===== config.mk =====
export PLATFORM = sky130hd
export DESIGN_NAME = async_serial_port
export DESIGN_NICKNAME = d
export VERILOG_FILES = /design/src/serial_port_pkg.sv /design/src/async_serial_port.sv
export SDC_FILE = /design/constraint.sdc
export NUM_CORES = 1
export LEC_CHECK = 0
export BUFFER_PORTS_ARGS = -buffer_cell sky130_fd_sc_hd__buf_4
export CAP_MARGIN = 20
export CORE_UTILIZATION = 35
export DETAILED_ROUTE_END_ITERATION = 16
export PLACE_DENSITY = 0.51
export SETUP_SLACK_MARGIN = 0.3
export SYNTH_ARGS = -nofsm -noshare
export SYNTH_HDL_FRONTEND = slang
export SYNTH_SLANG_ARGS = --single-unit

===== constraint.sdc =====
create_clock -name mclk_in -period 4 [get_ports mclk_in]
set_input_delay 0.2 -clock mclk_in [delete_from_list [all_inputs] [get_ports mclk_in]]
set_output_delay 0.2 -clock mclk_in [all_outputs]
set_load 0.02 [all_outputs]

===== src/serial_port_pkg.sv =====
// Constants, register map and state layout of the asynchronous serial port.
// Assumes one 125 MHz clock; the host reaches the byte registers at eight offsets.
// Summary of operation
// RULE_01: Frame is start, five to eight data bits, optional parity, then stop bits.
// RULE_02: Stop period is one, one and a half (five-bit words only) or two bits.
// RULE_03: Baud generator divides the reference clock by any divisor 1 to 65535.
// RULE_04: Divided clock is sixteen times bit rate; transmitter shifts per sixteen ticks.
// RULE_05: Receiver samples the line on the same sixteen-times clock.
// RULE_06: Access bit clear: offset 0 is receive/transmit data, offset 1 interrupt enable.
// RULE_07: Access bit set: offsets 0 and 1 reach divisor low and high bytes.
// RULE_08: Offsets 2 to 7: identification, line control, modem control, statuses, scratch.
// RULE_09: Enable bits 0 to 3 gate data, holding-empty, line and modem interrupts.
// RULE_10: Identification bit 0 low while pending, bits 2:1 give source, rest zero.
// RULE_11: Line control bits 1:0 pick five, six, seven or eight data bits.
// RULE_12: Line control bits 2 to 5: stop count, parity on, even, stick parity.
// RULE_13: Line control bit 6 forces break; bit 7 is the divisor access select.
// RULE_14: Modem control bits 0 to 4: DTR, RTS, out one, out two, loopback.
// RULE_15: Line status bits 0 to 4: ready, overrun, parity, framing, break.
// RULE_16: Line status bit 5 holding empty, bit 6 shifter also empty, bit 7 zero.
// RULE_17: Modem status bits 0 to 3 flag CTS, DSR, ring trailing, carrier changes.
// RULE_18: Modem status bits 4 to 7 show present CTS, DSR, ring, carrier levels.
// RULE_19: Divisor is one 16-bit value: low byte bits 7:0, high byte 15:8.
// RULE_20: Software programs the divisor for the wanted rate, e.g. 12 for 9600.
// RULE_21: Receive data is eight bits read-only; transmit holding eight bits write-only.
// RULE_22: Loopback feeds transmitter to receiver, modem outputs to inputs; line idles marking.
// RULE_23: Identifier priority: line status 11, data 10, holding empty 01, modem 00.
// RULE_24: Reading line status, modem status or data clears its flags.
// RULE_25: Baud reference is 1.8432 MHz, so divisor one gives 115200 baud.
`default_nettype none
package serial_port_pkg;
    localparam int CLK_FREQ_HZ = 125000000;
    localparam int REF_FREQ_HZ = 1843200;
    localparam int ACC_SCALE = 100;
    localparam logic [20:0] ACC_STEP = 21'(REF_FREQ_HZ / ACC_SCALE);
    localparam logic [20:0] ACC_MOD = 21'(CLK_FREQ_HZ / ACC_SCALE);
    localparam logic [3:0] TICKS_MID = 4'h7;
    localparam logic [5:0] TICKS_BIT = 6'h10;
    localparam logic [5:0] TICKS_STOP_HALF = 6'h18;
    localparam logic [5:0] TICKS_STOP_TWO = 6'h20;
    localparam logic [2:0] OFS_DATA = 3'h0;
    localparam logic [2:0] OFS_IER = 3'h1;
    localparam logic [2:0] OFS_IIR = 3'h2;
    localparam logic [2:0] OFS_LCR = 3'h3;
    localparam logic [2:0] OFS_MCR = 3'h4;
    localparam logic [2:0] OFS_LSR = 3'h5;
    localparam logic [2:0] OFS_MSR = 3'h6;
    localparam logic [2:0] OFS_SCR = 3'h7;
    localparam int LCR_STOP = 2;
    localparam int LCR_PAR_ON = 3;
    localparam int LCR_EVEN = 4;
    localparam int LCR_STICK = 5;
    localparam int LCR_BREAK = 6;
    localparam int LCR_DIVISOR_ACCESS_SELECT = 7;
    localparam int MCR_LOOP = 4;
    localparam logic [1:0] ID_LINE = 2'h3;
    localparam logic [1:0] ID_DATA = 2'h2;
    localparam logic [1:0] ID_TX_HOLDING_EMPTY = 2'h1;
    localparam logic [1:0] ID_MODEM = 2'h0;

    typedef enum logic [2:0] {
        TX_IDLE = 3'h0, TX_START = 3'h1, TX_DATA = 3'h2, TX_PAR = 3'h3, TX_STOP = 3'h4
    } tx_state_t;
    typedef enum logic [2:0] {
        RX_IDLE = 3'h0, RX_START = 3'h1, RX_DATA = 3'h2, RX_PAR = 3'h3, RX_STOP = 3'h4, RX_BRK = 3'h5
    } rx_state_t;

    typedef struct packed {
        logic cs;
        logic rd;
        logic wr;
        logic [2:0] addr;
        logic [7:0] wdata;
    } host_req_t;

    // Bit order cts, dsr, ri, dcd from bit 0 upward
    typedef struct packed {
        logic dcd;
        logic ri;
        logic dsr;
        logic cts;
    } modem_in_t;

    typedef struct packed {
        logic out2;
        logic out1;
        logic rts;
        logic dtr;
    } modem_out_t;

    typedef struct packed {
        logic [20:0] ref_acc;
        logic [15:0] div_cnt;
        logic tick;
        logic [7:0] div_lo;
        logic [7:0] div_hi;
        logic [3:0] irq_enable_reg;
        logic [7:0] line_control_reg;
        logic [4:0] modem_control_reg;
        logic [7:0] scratch;
        logic [7:0] rx_data;
        logic [7:0] tx_hold;
        logic thr_empty;
        tx_state_t tx_state;
        logic [5:0] tx_tick;
        logic [2:0] tx_bit;
        logic [7:0] tx_shift;
        logic tx_par;
        logic tx_line;
        logic txd;
        rx_state_t rx_state;
        logic [3:0] rx_tick;
        logic [2:0] rx_bit;
        logic [7:0] rx_shift;
        logic rx_par;
        logic data_ready;
        logic overrun;
        logic parity_err;
        logic framing_err;
        logic break_det;
        logic [3:0] msr_delta;
        logic [3:0] msr_prev;
        logic rxd_s1;
        logic rxd_s2;
        logic [3:0] modem_s1;
        logic [3:0] modem_s2;
        logic [7:0] rdata;
    } state_t;
endpackage
`default_nettype wire


===== src/async_serial_port.sv =====
// Asynchronous serial port: byte register set, baud generator, transmitter, receiver.
// Assumes host strobes are synchronous to mclk_in; line and modem pins are asynchronous.
`timescale 1ns/1ps
`default_nettype none
module async_serial_port (
    // Clock and reset
    input wire logic mclk_in,
    input wire logic nrst_in,
    // Host register port
    input wire serial_port_pkg::host_req_t host_in,
    output logic [7:0] rdata_out,
    output logic irq_out,
    // Serial line
    input wire logic rxd_in,
    output logic txd_out,
    // Modem handshake
    input wire serial_port_pkg::modem_in_t modem_in,
    output serial_port_pkg::modem_out_t modem_out
);
    serial_port_pkg::state_t s_reg;
    serial_port_pkg::state_t s_next;

    logic divisor_access_select;
    logic loop_on;
    logic rx_line;
    logic [3:0] modem_cur;
    logic [15:0] divisor;
    logic [7:0] lsr_val;
    logic [7:0] iir_val;
    logic [7:0] msr_val;
    logic line_pend;
    logic data_pend;
    logic tx_holding_empty_pend;
    logic modem_pend;
    logic pending;
    logic rd_hit;
    logic wr_hit;
    logic rx_done;

    // Parity bit for the active word length
    function automatic logic par_bit(input logic [7:0] d, input logic [7:0] line_control_reg);
        logic [7:0] m;
        m = d & (8'hff >> (2'h3 - line_control_reg[1:0]));
        if (line_control_reg[serial_port_pkg::LCR_STICK]) begin
            return ~line_control_reg[serial_port_pkg::LCR_EVEN];
        end
        return line_control_reg[serial_port_pkg::LCR_EVEN] ? ^m : ~^m;
    endfunction

    assign divisor_access_select = s_reg.line_control_reg[serial_port_pkg::LCR_DIVISOR_ACCESS_SELECT];
    assign loop_on = s_reg.modem_control_reg[serial_port_pkg::MCR_LOOP];
    assign divisor = {s_reg.div_hi, s_reg.div_lo}; // RULE_19
    assign rx_line = loop_on ? s_reg.tx_line : s_reg.rxd_s2; // RULE_22
    // In loopback the control outputs stand in for the modem inputs
    assign modem_cur = loop_on ? {s_reg.modem_control_reg[3], s_reg.modem_control_reg[2], s_reg.modem_control_reg[0], s_reg.modem_control_reg[1]} : s_reg.modem_s2; // RULE_22
    assign rd_hit = host_in.cs && host_in.rd;
    assign wr_hit = host_in.cs && host_in.wr;

    assign line_pend = s_reg.irq_enable_reg[2] && (s_reg.overrun || s_reg.parity_err || s_reg.framing_err || s_reg.break_det);
    assign data_pend = s_reg.irq_enable_reg[0] && s_reg.data_ready;
    assign tx_holding_empty_pend = s_reg.irq_enable_reg[1] && s_reg.thr_empty;
    assign modem_pend = s_reg.irq_enable_reg[3] && (s_reg.msr_delta != 4'h0);
    assign pending = line_pend || data_pend || tx_holding_empty_pend || modem_pend; // RULE_09

    always_comb begin
        iir_val = 8'h01;
        if (line_pend) begin
            iir_val = {5'h00, serial_port_pkg::ID_LINE, 1'b0}; // RULE_23
        end else if (data_pend) begin
            iir_val = {5'h00, serial_port_pkg::ID_DATA, 1'b0};
        end else if (tx_holding_empty_pend) begin
            iir_val = {5'h00, serial_port_pkg::ID_TX_HOLDING_EMPTY, 1'b0};
        end else if (modem_pend) begin
            iir_val = {5'h00, serial_port_pkg::ID_MODEM, 1'b0}; // RULE_10
        end
    end

    assign lsr_val = {1'b0, s_reg.thr_empty && (s_reg.tx_state == serial_port_pkg::TX_IDLE), s_reg.thr_empty,
                      s_reg.break_det, s_reg.framing_err, s_reg.parity_err, s_reg.overrun, s_reg.data_ready}; // RULE_15 RULE_16
    assign msr_val = {modem_cur, s_reg.msr_delta}; // RULE_18

    always_comb begin
        logic [5:0] stop_len;
        logic [2:0] last_bit;
        logic [7:0] rx_word;
        logic ref_tick;
        s_next = s_reg;
        stop_len = serial_port_pkg::TICKS_BIT;
        last_bit = 3'(3'h4 + {1'b0, s_reg.line_control_reg[1:0]}); // RULE_11
        rx_word = s_reg.rx_shift >> (2'h3 - s_reg.line_control_reg[1:0]);
        ref_tick = 1'b0;
        rx_done = 1'b0;

        // Synchronisers
        s_next.rxd_s1 = rxd_in;
        s_next.rxd_s2 = s_reg.rxd_s1;
        s_next.modem_s1 = modem_in;
        s_next.modem_s2 = s_reg.modem_s1;

        // Reference clock by fractional accumulation of the system clock
        if (s_reg.ref_acc + serial_port_pkg::ACC_STEP >= serial_port_pkg::ACC_MOD) begin
            s_next.ref_acc = s_reg.ref_acc + serial_port_pkg::ACC_STEP - serial_port_pkg::ACC_MOD; // RULE_25
            ref_tick = 1'b1;
        end else begin
            s_next.ref_acc = s_reg.ref_acc + serial_port_pkg::ACC_STEP;
        end
        s_next.tick = 1'b0;
        if (ref_tick) begin
            // A zero divisor behaves as one
            if (s_reg.div_cnt + 16'h0001 >= divisor) begin
                s_next.div_cnt = 16'h0000; // RULE_03
                s_next.tick = 1'b1;
            end else begin
                s_next.div_cnt = s_reg.div_cnt + 16'h0001;
            end
        end

        // Read data and read side effects; hardware sets below win over these clears
        s_next.rdata = 8'h00;
        if (rd_hit) begin
            case (host_in.addr)
                serial_port_pkg::OFS_DATA: begin
                    s_next.rdata = divisor_access_select ? s_reg.div_lo : s_reg.rx_data; // RULE_06 RULE_07 RULE_21
                    if (!divisor_access_select) begin
                        s_next.data_ready = 1'b0; // RULE_24
                    end
                end
                serial_port_pkg::OFS_IER: s_next.rdata = divisor_access_select ? s_reg.div_hi : {4'h0, s_reg.irq_enable_reg};
                serial_port_pkg::OFS_IIR: s_next.rdata = iir_val; // RULE_08
                serial_port_pkg::OFS_LCR: s_next.rdata = s_reg.line_control_reg;
                serial_port_pkg::OFS_MCR: s_next.rdata = {3'h0, s_reg.modem_control_reg};
                serial_port_pkg::OFS_LSR: begin
                    s_next.rdata = lsr_val;
                    s_next.overrun = 1'b0; // RULE_24
                    s_next.parity_err = 1'b0;
                    s_next.framing_err = 1'b0;
                    s_next.break_det = 1'b0;
                end
                serial_port_pkg::OFS_MSR: begin
                    s_next.rdata = msr_val;
                    s_next.msr_delta = 4'h0; // RULE_24
                end
                default: s_next.rdata = s_reg.scratch;
            endcase
        end

        // Modem change flags
        s_next.msr_prev = modem_cur;
        s_next.msr_delta[0] = s_next.msr_delta[0] | (modem_cur[0] ^ s_reg.msr_prev[0]); // RULE_17
        s_next.msr_delta[1] = s_next.msr_delta[1] | (modem_cur[1] ^ s_reg.msr_prev[1]);
        s_next.msr_delta[2] = s_next.msr_delta[2] | (s_reg.msr_prev[2] & ~modem_cur[2]);
        s_next.msr_delta[3] = s_next.msr_delta[3] | (modem_cur[3] ^ s_reg.msr_prev[3]);

        // Transmitter
        if (s_reg.line_control_reg[serial_port_pkg::LCR_STOP]) begin
            stop_len = (s_reg.line_control_reg[1:0] == 2'h0) ? serial_port_pkg::TICKS_STOP_HALF : serial_port_pkg::TICKS_STOP_TWO; // RULE_02
        end
        if (s_reg.tick) begin
            s_next.tx_tick = s_reg.tx_tick + 6'h01;
        end
        case (s_reg.tx_state)
            serial_port_pkg::TX_IDLE: begin
                if (!s_reg.thr_empty) begin
                    s_next.tx_shift = s_reg.tx_hold;
                    s_next.tx_par = par_bit(s_reg.tx_hold, s_reg.line_control_reg); // RULE_12
                    s_next.thr_empty = 1'b1;
                    s_next.tx_tick = 6'h00;
                    s_next.tx_line = 1'b0;
                    s_next.tx_state = serial_port_pkg::TX_START; // RULE_01
                end
            end
            serial_port_pkg::TX_START, serial_port_pkg::TX_DATA, serial_port_pkg::TX_PAR: begin
                if (s_reg.tick && s_reg.tx_tick == serial_port_pkg::TICKS_BIT - 6'h01) begin // RULE_04
                    s_next.tx_tick = 6'h00;
                    if (s_reg.tx_state == serial_port_pkg::TX_START) begin
                        s_next.tx_bit = 3'h0;
                        s_next.tx_line = s_reg.tx_shift[0];
                        s_next.tx_state = serial_port_pkg::TX_DATA;
                    end else if (s_reg.tx_state == serial_port_pkg::TX_DATA && s_reg.tx_bit != last_bit) begin
                        s_next.tx_bit = s_reg.tx_bit + 3'h1;
                        s_next.tx_shift = s_reg.tx_shift >> 1;
                        s_next.tx_line = s_reg.tx_shift[1];
                    end else if (s_reg.tx_state == serial_port_pkg::TX_DATA &&
                                 s_reg.line_control_reg[serial_port_pkg::LCR_PAR_ON]) begin
                        s_next.tx_line = s_reg.tx_par;
                        s_next.tx_state = serial_port_pkg::TX_PAR;
                    end else begin
                        s_next.tx_line = 1'b1;
                        s_next.tx_state = serial_port_pkg::TX_STOP;
                    end
                end
            end
            serial_port_pkg::TX_STOP: begin
                if (s_reg.tick && s_reg.tx_tick == stop_len - 6'h01) begin
                    s_next.tx_state = serial_port_pkg::TX_IDLE;
                end
            end
            default: s_next.tx_state = serial_port_pkg::TX_IDLE;
        endcase
        // Loopback holds the line marking; break overrides the shifter
        s_next.txd = loop_on | (s_reg.tx_line & ~s_reg.line_control_reg[serial_port_pkg::LCR_BREAK]); // RULE_13 RULE_22

        // Receiver, sampling mid-bit on the sixteen-times tick
        if (s_reg.tick) begin
            s_next.rx_tick = s_reg.rx_tick + 4'h1; // RULE_05
        end
        case (s_reg.rx_state)
            serial_port_pkg::RX_IDLE: begin
                if (!rx_line) begin
                    s_next.rx_tick = 4'h0;
                    s_next.rx_state = serial_port_pkg::RX_START;
                end
            end
            serial_port_pkg::RX_START: begin
                if (s_reg.tick && s_reg.rx_tick == serial_port_pkg::TICKS_MID) begin
                    // A glitch shorter than half a bit is not a start bit
                    s_next.rx_tick = 4'h0;
                    s_next.rx_bit = 3'h0;
                    s_next.rx_state = rx_line ? serial_port_pkg::RX_IDLE : serial_port_pkg::RX_DATA;
                end
            end
            serial_port_pkg::RX_DATA, serial_port_pkg::RX_PAR, serial_port_pkg::RX_STOP: begin
                if (s_reg.tick && s_reg.rx_tick == 4'hf) begin
                    if (s_reg.rx_state == serial_port_pkg::RX_DATA) begin
                        s_next.rx_shift = {rx_line, s_reg.rx_shift[7:1]};
                        s_next.rx_bit = s_reg.rx_bit + 3'h1;
                        if (s_reg.rx_bit == last_bit) begin
                            s_next.rx_state = s_reg.line_control_reg[serial_port_pkg::LCR_PAR_ON] ?
                                serial_port_pkg::RX_PAR : serial_port_pkg::RX_STOP;
                        end
                    end else if (s_reg.rx_state == serial_port_pkg::RX_PAR) begin
                        s_next.rx_par = rx_line;
                        s_next.rx_state = serial_port_pkg::RX_STOP;
                    end else begin
                        rx_done = 1'b1;
                        s_next.rx_data = rx_word;
                        s_next.data_ready = 1'b1;
                        s_next.overrun = s_next.overrun | s_reg.data_ready;
                        s_next.framing_err = s_next.framing_err | ~rx_line;
                        s_next.parity_err = s_next.parity_err | (s_reg.line_control_reg[serial_port_pkg::LCR_PAR_ON] &
                                            (s_reg.rx_par != par_bit(rx_word, s_reg.line_control_reg)));
                        s_next.break_det = s_next.break_det | (rx_word == 8'h00 && !rx_line &&
                                           !(s_reg.line_control_reg[serial_port_pkg::LCR_PAR_ON] && s_reg.rx_par)); // RULE_15
                        // A held break must end before the next start is hunted
                        s_next.rx_state = rx_line ? serial_port_pkg::RX_IDLE : serial_port_pkg::RX_BRK;
                    end
                end
            end
            serial_port_pkg::RX_BRK: begin
                if (rx_line) begin
                    s_next.rx_state = serial_port_pkg::RX_IDLE;
                end
            end
            default: s_next.rx_state = serial_port_pkg::RX_IDLE;
        endcase

        // Register writes come last so a new holding byte follows the one just loaded
        if (wr_hit) begin
            case (host_in.addr)
                serial_port_pkg::OFS_DATA: begin
                    if (divisor_access_select) begin
                        s_next.div_lo = host_in.wdata; // RULE_07
                    end else begin
                        s_next.tx_hold = host_in.wdata; // RULE_06
                        s_next.thr_empty = 1'b0;
                    end
                end
                serial_port_pkg::OFS_IER: begin
                    if (divisor_access_select) begin
                        s_next.div_hi = host_in.wdata;
                    end else begin
                        s_next.irq_enable_reg = host_in.wdata[3:0]; // RULE_09
                    end
                end
                serial_port_pkg::OFS_LCR: s_next.line_control_reg = host_in.wdata; // RULE_12
                serial_port_pkg::OFS_MCR: s_next.modem_control_reg = host_in.wdata[4:0]; // RULE_14
                serial_port_pkg::OFS_SCR: s_next.scratch = host_in.wdata;
                default: s_next.scratch = s_next.scratch;
            endcase
        end
    end

    always_ff @(posedge mclk_in or negedge nrst_in) begin
        if (!nrst_in) begin
            s_reg <= '0;
            s_reg.thr_empty <= 1'b1;
            s_reg.tx_line <= 1'b1;
            s_reg.txd <= 1'b1;
            s_reg.rxd_s1 <= 1'b1;
            s_reg.rxd_s2 <= 1'b1;
            s_reg.tx_state <= serial_port_pkg::TX_IDLE;
            s_reg.rx_state <= serial_port_pkg::RX_IDLE;
        end else begin
            s_reg <= s_next;
        end
    end

    assign rdata_out = s_reg.rdata;
    assign irq_out = pending;
    assign txd_out = s_reg.txd;
    // Control outputs go inactive in loopback
    assign modem_out = loop_on ? 4'h0 : s_reg.modem_control_reg[3:0]; // RULE_14
endmodule
`default_nettype wire


==> metrics <==
status finished clean; ys async rst share 100.0%; CP max stage delay about 0.5 ns; Compound-Gate Fraction of Synth Area 15.39%; latest clock arrival within the worst-skew pair about 0.43 ns; CP max-delay cell o21ai_2; Slew HR roughly 34%; vias per cell ~5.2; routability congestion estimate 0.8145; Avg WL per Cell between 15 and 20 um; # setup viols final 0; crit path max fanout 16; Tot Pwr around 4.6 mW; TritonCTS clock tree built; min Tclk post-route about 3.4 ns; largest family of logic cells by synthesized area compound AO/OA/AOI/OAI gates; Max Root-Sink Buffers 2; Final ANT Viol Nets 0; initial antenna violation count 1; CP Class flip-flop to flip-flop; post-route cell area just over 10000 um^2; share of layout cells above drive strength 1 17.03%; mux contribution to synthesized area a little under a tenth; vias in the first global route between 6000 and 7000; Clock transition at path regs 0.07 ns; root buf cell clkbuf_16; Synth Area in Adders 3.934%; most used cell, CP and3_1; most frequent cells in the layout dfrtp_1 (160), nand2_1 (106), o21ai_0 (74); Port Buffers 34; max reg flops around 120; Yosys warnings 0; first-pass GRT wire length between 30000 and 40000 um; via count between 6000 and 7000; # rows a little under 60; Num CTS Buffers 17; max-cap viol count 0; Final Hold Fails 0; met3 Track Usage GR about 3.5%; most common cell after layout, fill and taps aside dfrtp_1; Top Family by Delay on Critical Path simple AND/OR/NAND/NOR gates; diode count 0; Worst VDD drop about 230 uV; CP Capture Type flip-flop; Yosys cell types slightly above 80; Layout Skew between 0.01 and 0.015 ns; Slew Viols, Final 0; Total GRT Usage between 10% and 20%; gr busiest metal met2; Overflow after GRT 0; Yosys reg bits approximately 170; GRT met2 Usage between 20% and 30%; Data arrival, critical path 3.75 ns; FILL cells ~2500; Least-Margin Pin Slew a little under 1 ns; Max Freq approximately 0.29 GHz; clk sink count around 170; Mapped Nets between 900 and 1000; Routed WL roughly 22000 um; WP data required 4.32 ns; Global Route met1 Usage roughly a quarter; type of origin of the critical path flip-flop; cell area after synthesis a little under 9000 um^2; Die Span Y 161.5 um; DRC 0; synthesized instance count between 800 and 900; Post-synth EDFFs 0; Final period util between 80% and 90%; DRT Pass-1 Iters 5; leak pwr between 4 and 5 nW; register area share after synthesis 46.44%; unrepaired setup endpoints after global routing no; largest net degree at the start of global routing 101; core area approximately 25000 um^2; area grow syn2layout 13.19%; PD cells about 460 nW/um^2; CP bufs+invs 0; crit-path cells and3_1 -> and3_1 -> and2_1 -> and3_1 -> and3_1 -> xor2_1 -> ha_1 -> nand4_1 -> or2_2 -> o21ai_2 -> nor2_8 -> mux2_2; die extent in x between 150 and 200 um; Worst Hold Class primary input to flip-flop; Syn Area/Cell just over 10 um^2; Setup Total Neg Slack 0 ns; hold_ws 0.05557 ns; nets@finish 947; dpl hpwl between 15000 and 20000 um; depth of the CTS H-tree 4; Initial Util a little over a third; ys flop type dfrtp_1; Die Area around 26000 um^2; Post-DP Area roughly 9400 um^2; Simple-Gate Fraction of Synth Area about 14%; boundary pin count 35; xor and xnor fraction of the mapped netlist area 6.393%; DR iter-0 viols 419
[worst paths after layout]
path                                    to  slack [ns]  cells after the start  startpoint
worst max-delay path            s_reg[132]        0.56                     12  s_reg[134]
worst min-delay path            divisor[7]        0.06                      3  host_in[7]
worst max register to register  s_reg[132]        0.56                     12  s_reg[134]
worst min register to register    s_reg[8]        0.35                      0   s_next[8]
max in group asynchronous       s_reg[155]        2.64                      3     nrst_in
min in group asynchronous        s_reg[67]        0.40                      2     nrst_in
[power breakdown]
group	internal, mW	switching [mW]	leakage, nW
combinational	0.354	0.416	2.20
sequential	1.85	0.196	2.09
clock	1.13	0.695	0.319
total	3.33	1.31	4.61
[worst reg2reg max path: cells and delay by family, from the launching register on]
family	cells	cell delay (ns)
xor gates and xnor gates	1	0.15
adders and majority gates	1	0.30
DFF	1	0.44
muxes	1	0.31
and+or+nand+nor	8	1.63
AOI/OAI and AO/OA	1	0.50
[layout make-up]
type                    instances  area (um^2)  share of cell area (%)
multi-input cells             633         4380                   43.46
well taps                     330        412.9                   4.096
clock buffers                  19        442.9                   4.394
flip-flops and latches        165         4135                   41.03
inverters                      35        131.4                   1.303
repair buffers                 46        374.1                   3.712
clock inverters                12        202.7                   2.011
[per-stage QoR]
| stage | instances | util, % | setup WS (ns) |
|---|---|---|---|
| global route | 1240 | 40.26 | 0.3920 |
| detailed placement | 1202 | 37.41 | 0.2575 |
| finish | 1240 | 40.26 | 0.5621 |
| CTS | 1239 | 40.24 | 0.5315 |
| floorplan | 880 | - | 0.7474 |
| global placement | 1202 | 37.41 | 0.2837 |
[synthesized netlist by cell type (4+ instances only)]
master	count	area share, %
a21o_1	10	0.84
a21oi_1	21	1.2
a22o_1	14	1.4
a22o_2	5	0.56
a22oi_1	11	0.93
a31oi_1	10	0.70
and2_1	4	0.28
and3_1	9	0.63
buf_2	5	0.28
buf_4	10	0.84
buf_6	4	0.51
clkbuf_1	24	1.0
dfrtp_1	160	45
dfstp_2	5	1.5
ha_1	28	3.9
inv_1	35	1.5
mux2_2	55	7.0
mux2i_1	19	2.1
nand2_1	106	4.5
nand2b_1	5	0.35
nand3_1	21	1.2
nand4_1	9	0.63
nor2_1	56	2.4
nor2b_1	12	0.84
nor3_1	13	0.73
o21a_1	5	0.42
o21ai_0	74	4.2
o22ai_1	7	0.49
xnor2_1	41	4.0
xor2_1	24	2.4
[per-layer routing]
layer,wire [um],share of wire (%)
met3,681,3.1
met2,10270,47
met1,10560,48
met4,414,1.9
met5,13,0.059
[cell families (layout without fill, tap and decap cells)]
| group | Yosys count | after routing |
|---|---|---|
| muxes | 75 | 75 |
| xor gates and xnor gates | 65 | 65 |
| AOI/OAI and AO/OA | 202 | 202 |
| adders and majority gates | 28 | 28 |
| and+or+nand+nor | 263 | 263 |
| buffers and inverters | 82 | 112 |
| DFF | 165 | 165 |
[timing repair]
action | in CTS | in global routing
hold endpoints to repair | 99 | 0
setup buffers | 0 | 0
hold buffers | 6 | 0
endpoints found under the setup margin | 10 | 0
gates resized for setup | 1 | 0
Power figures use the tool's default switching activity.
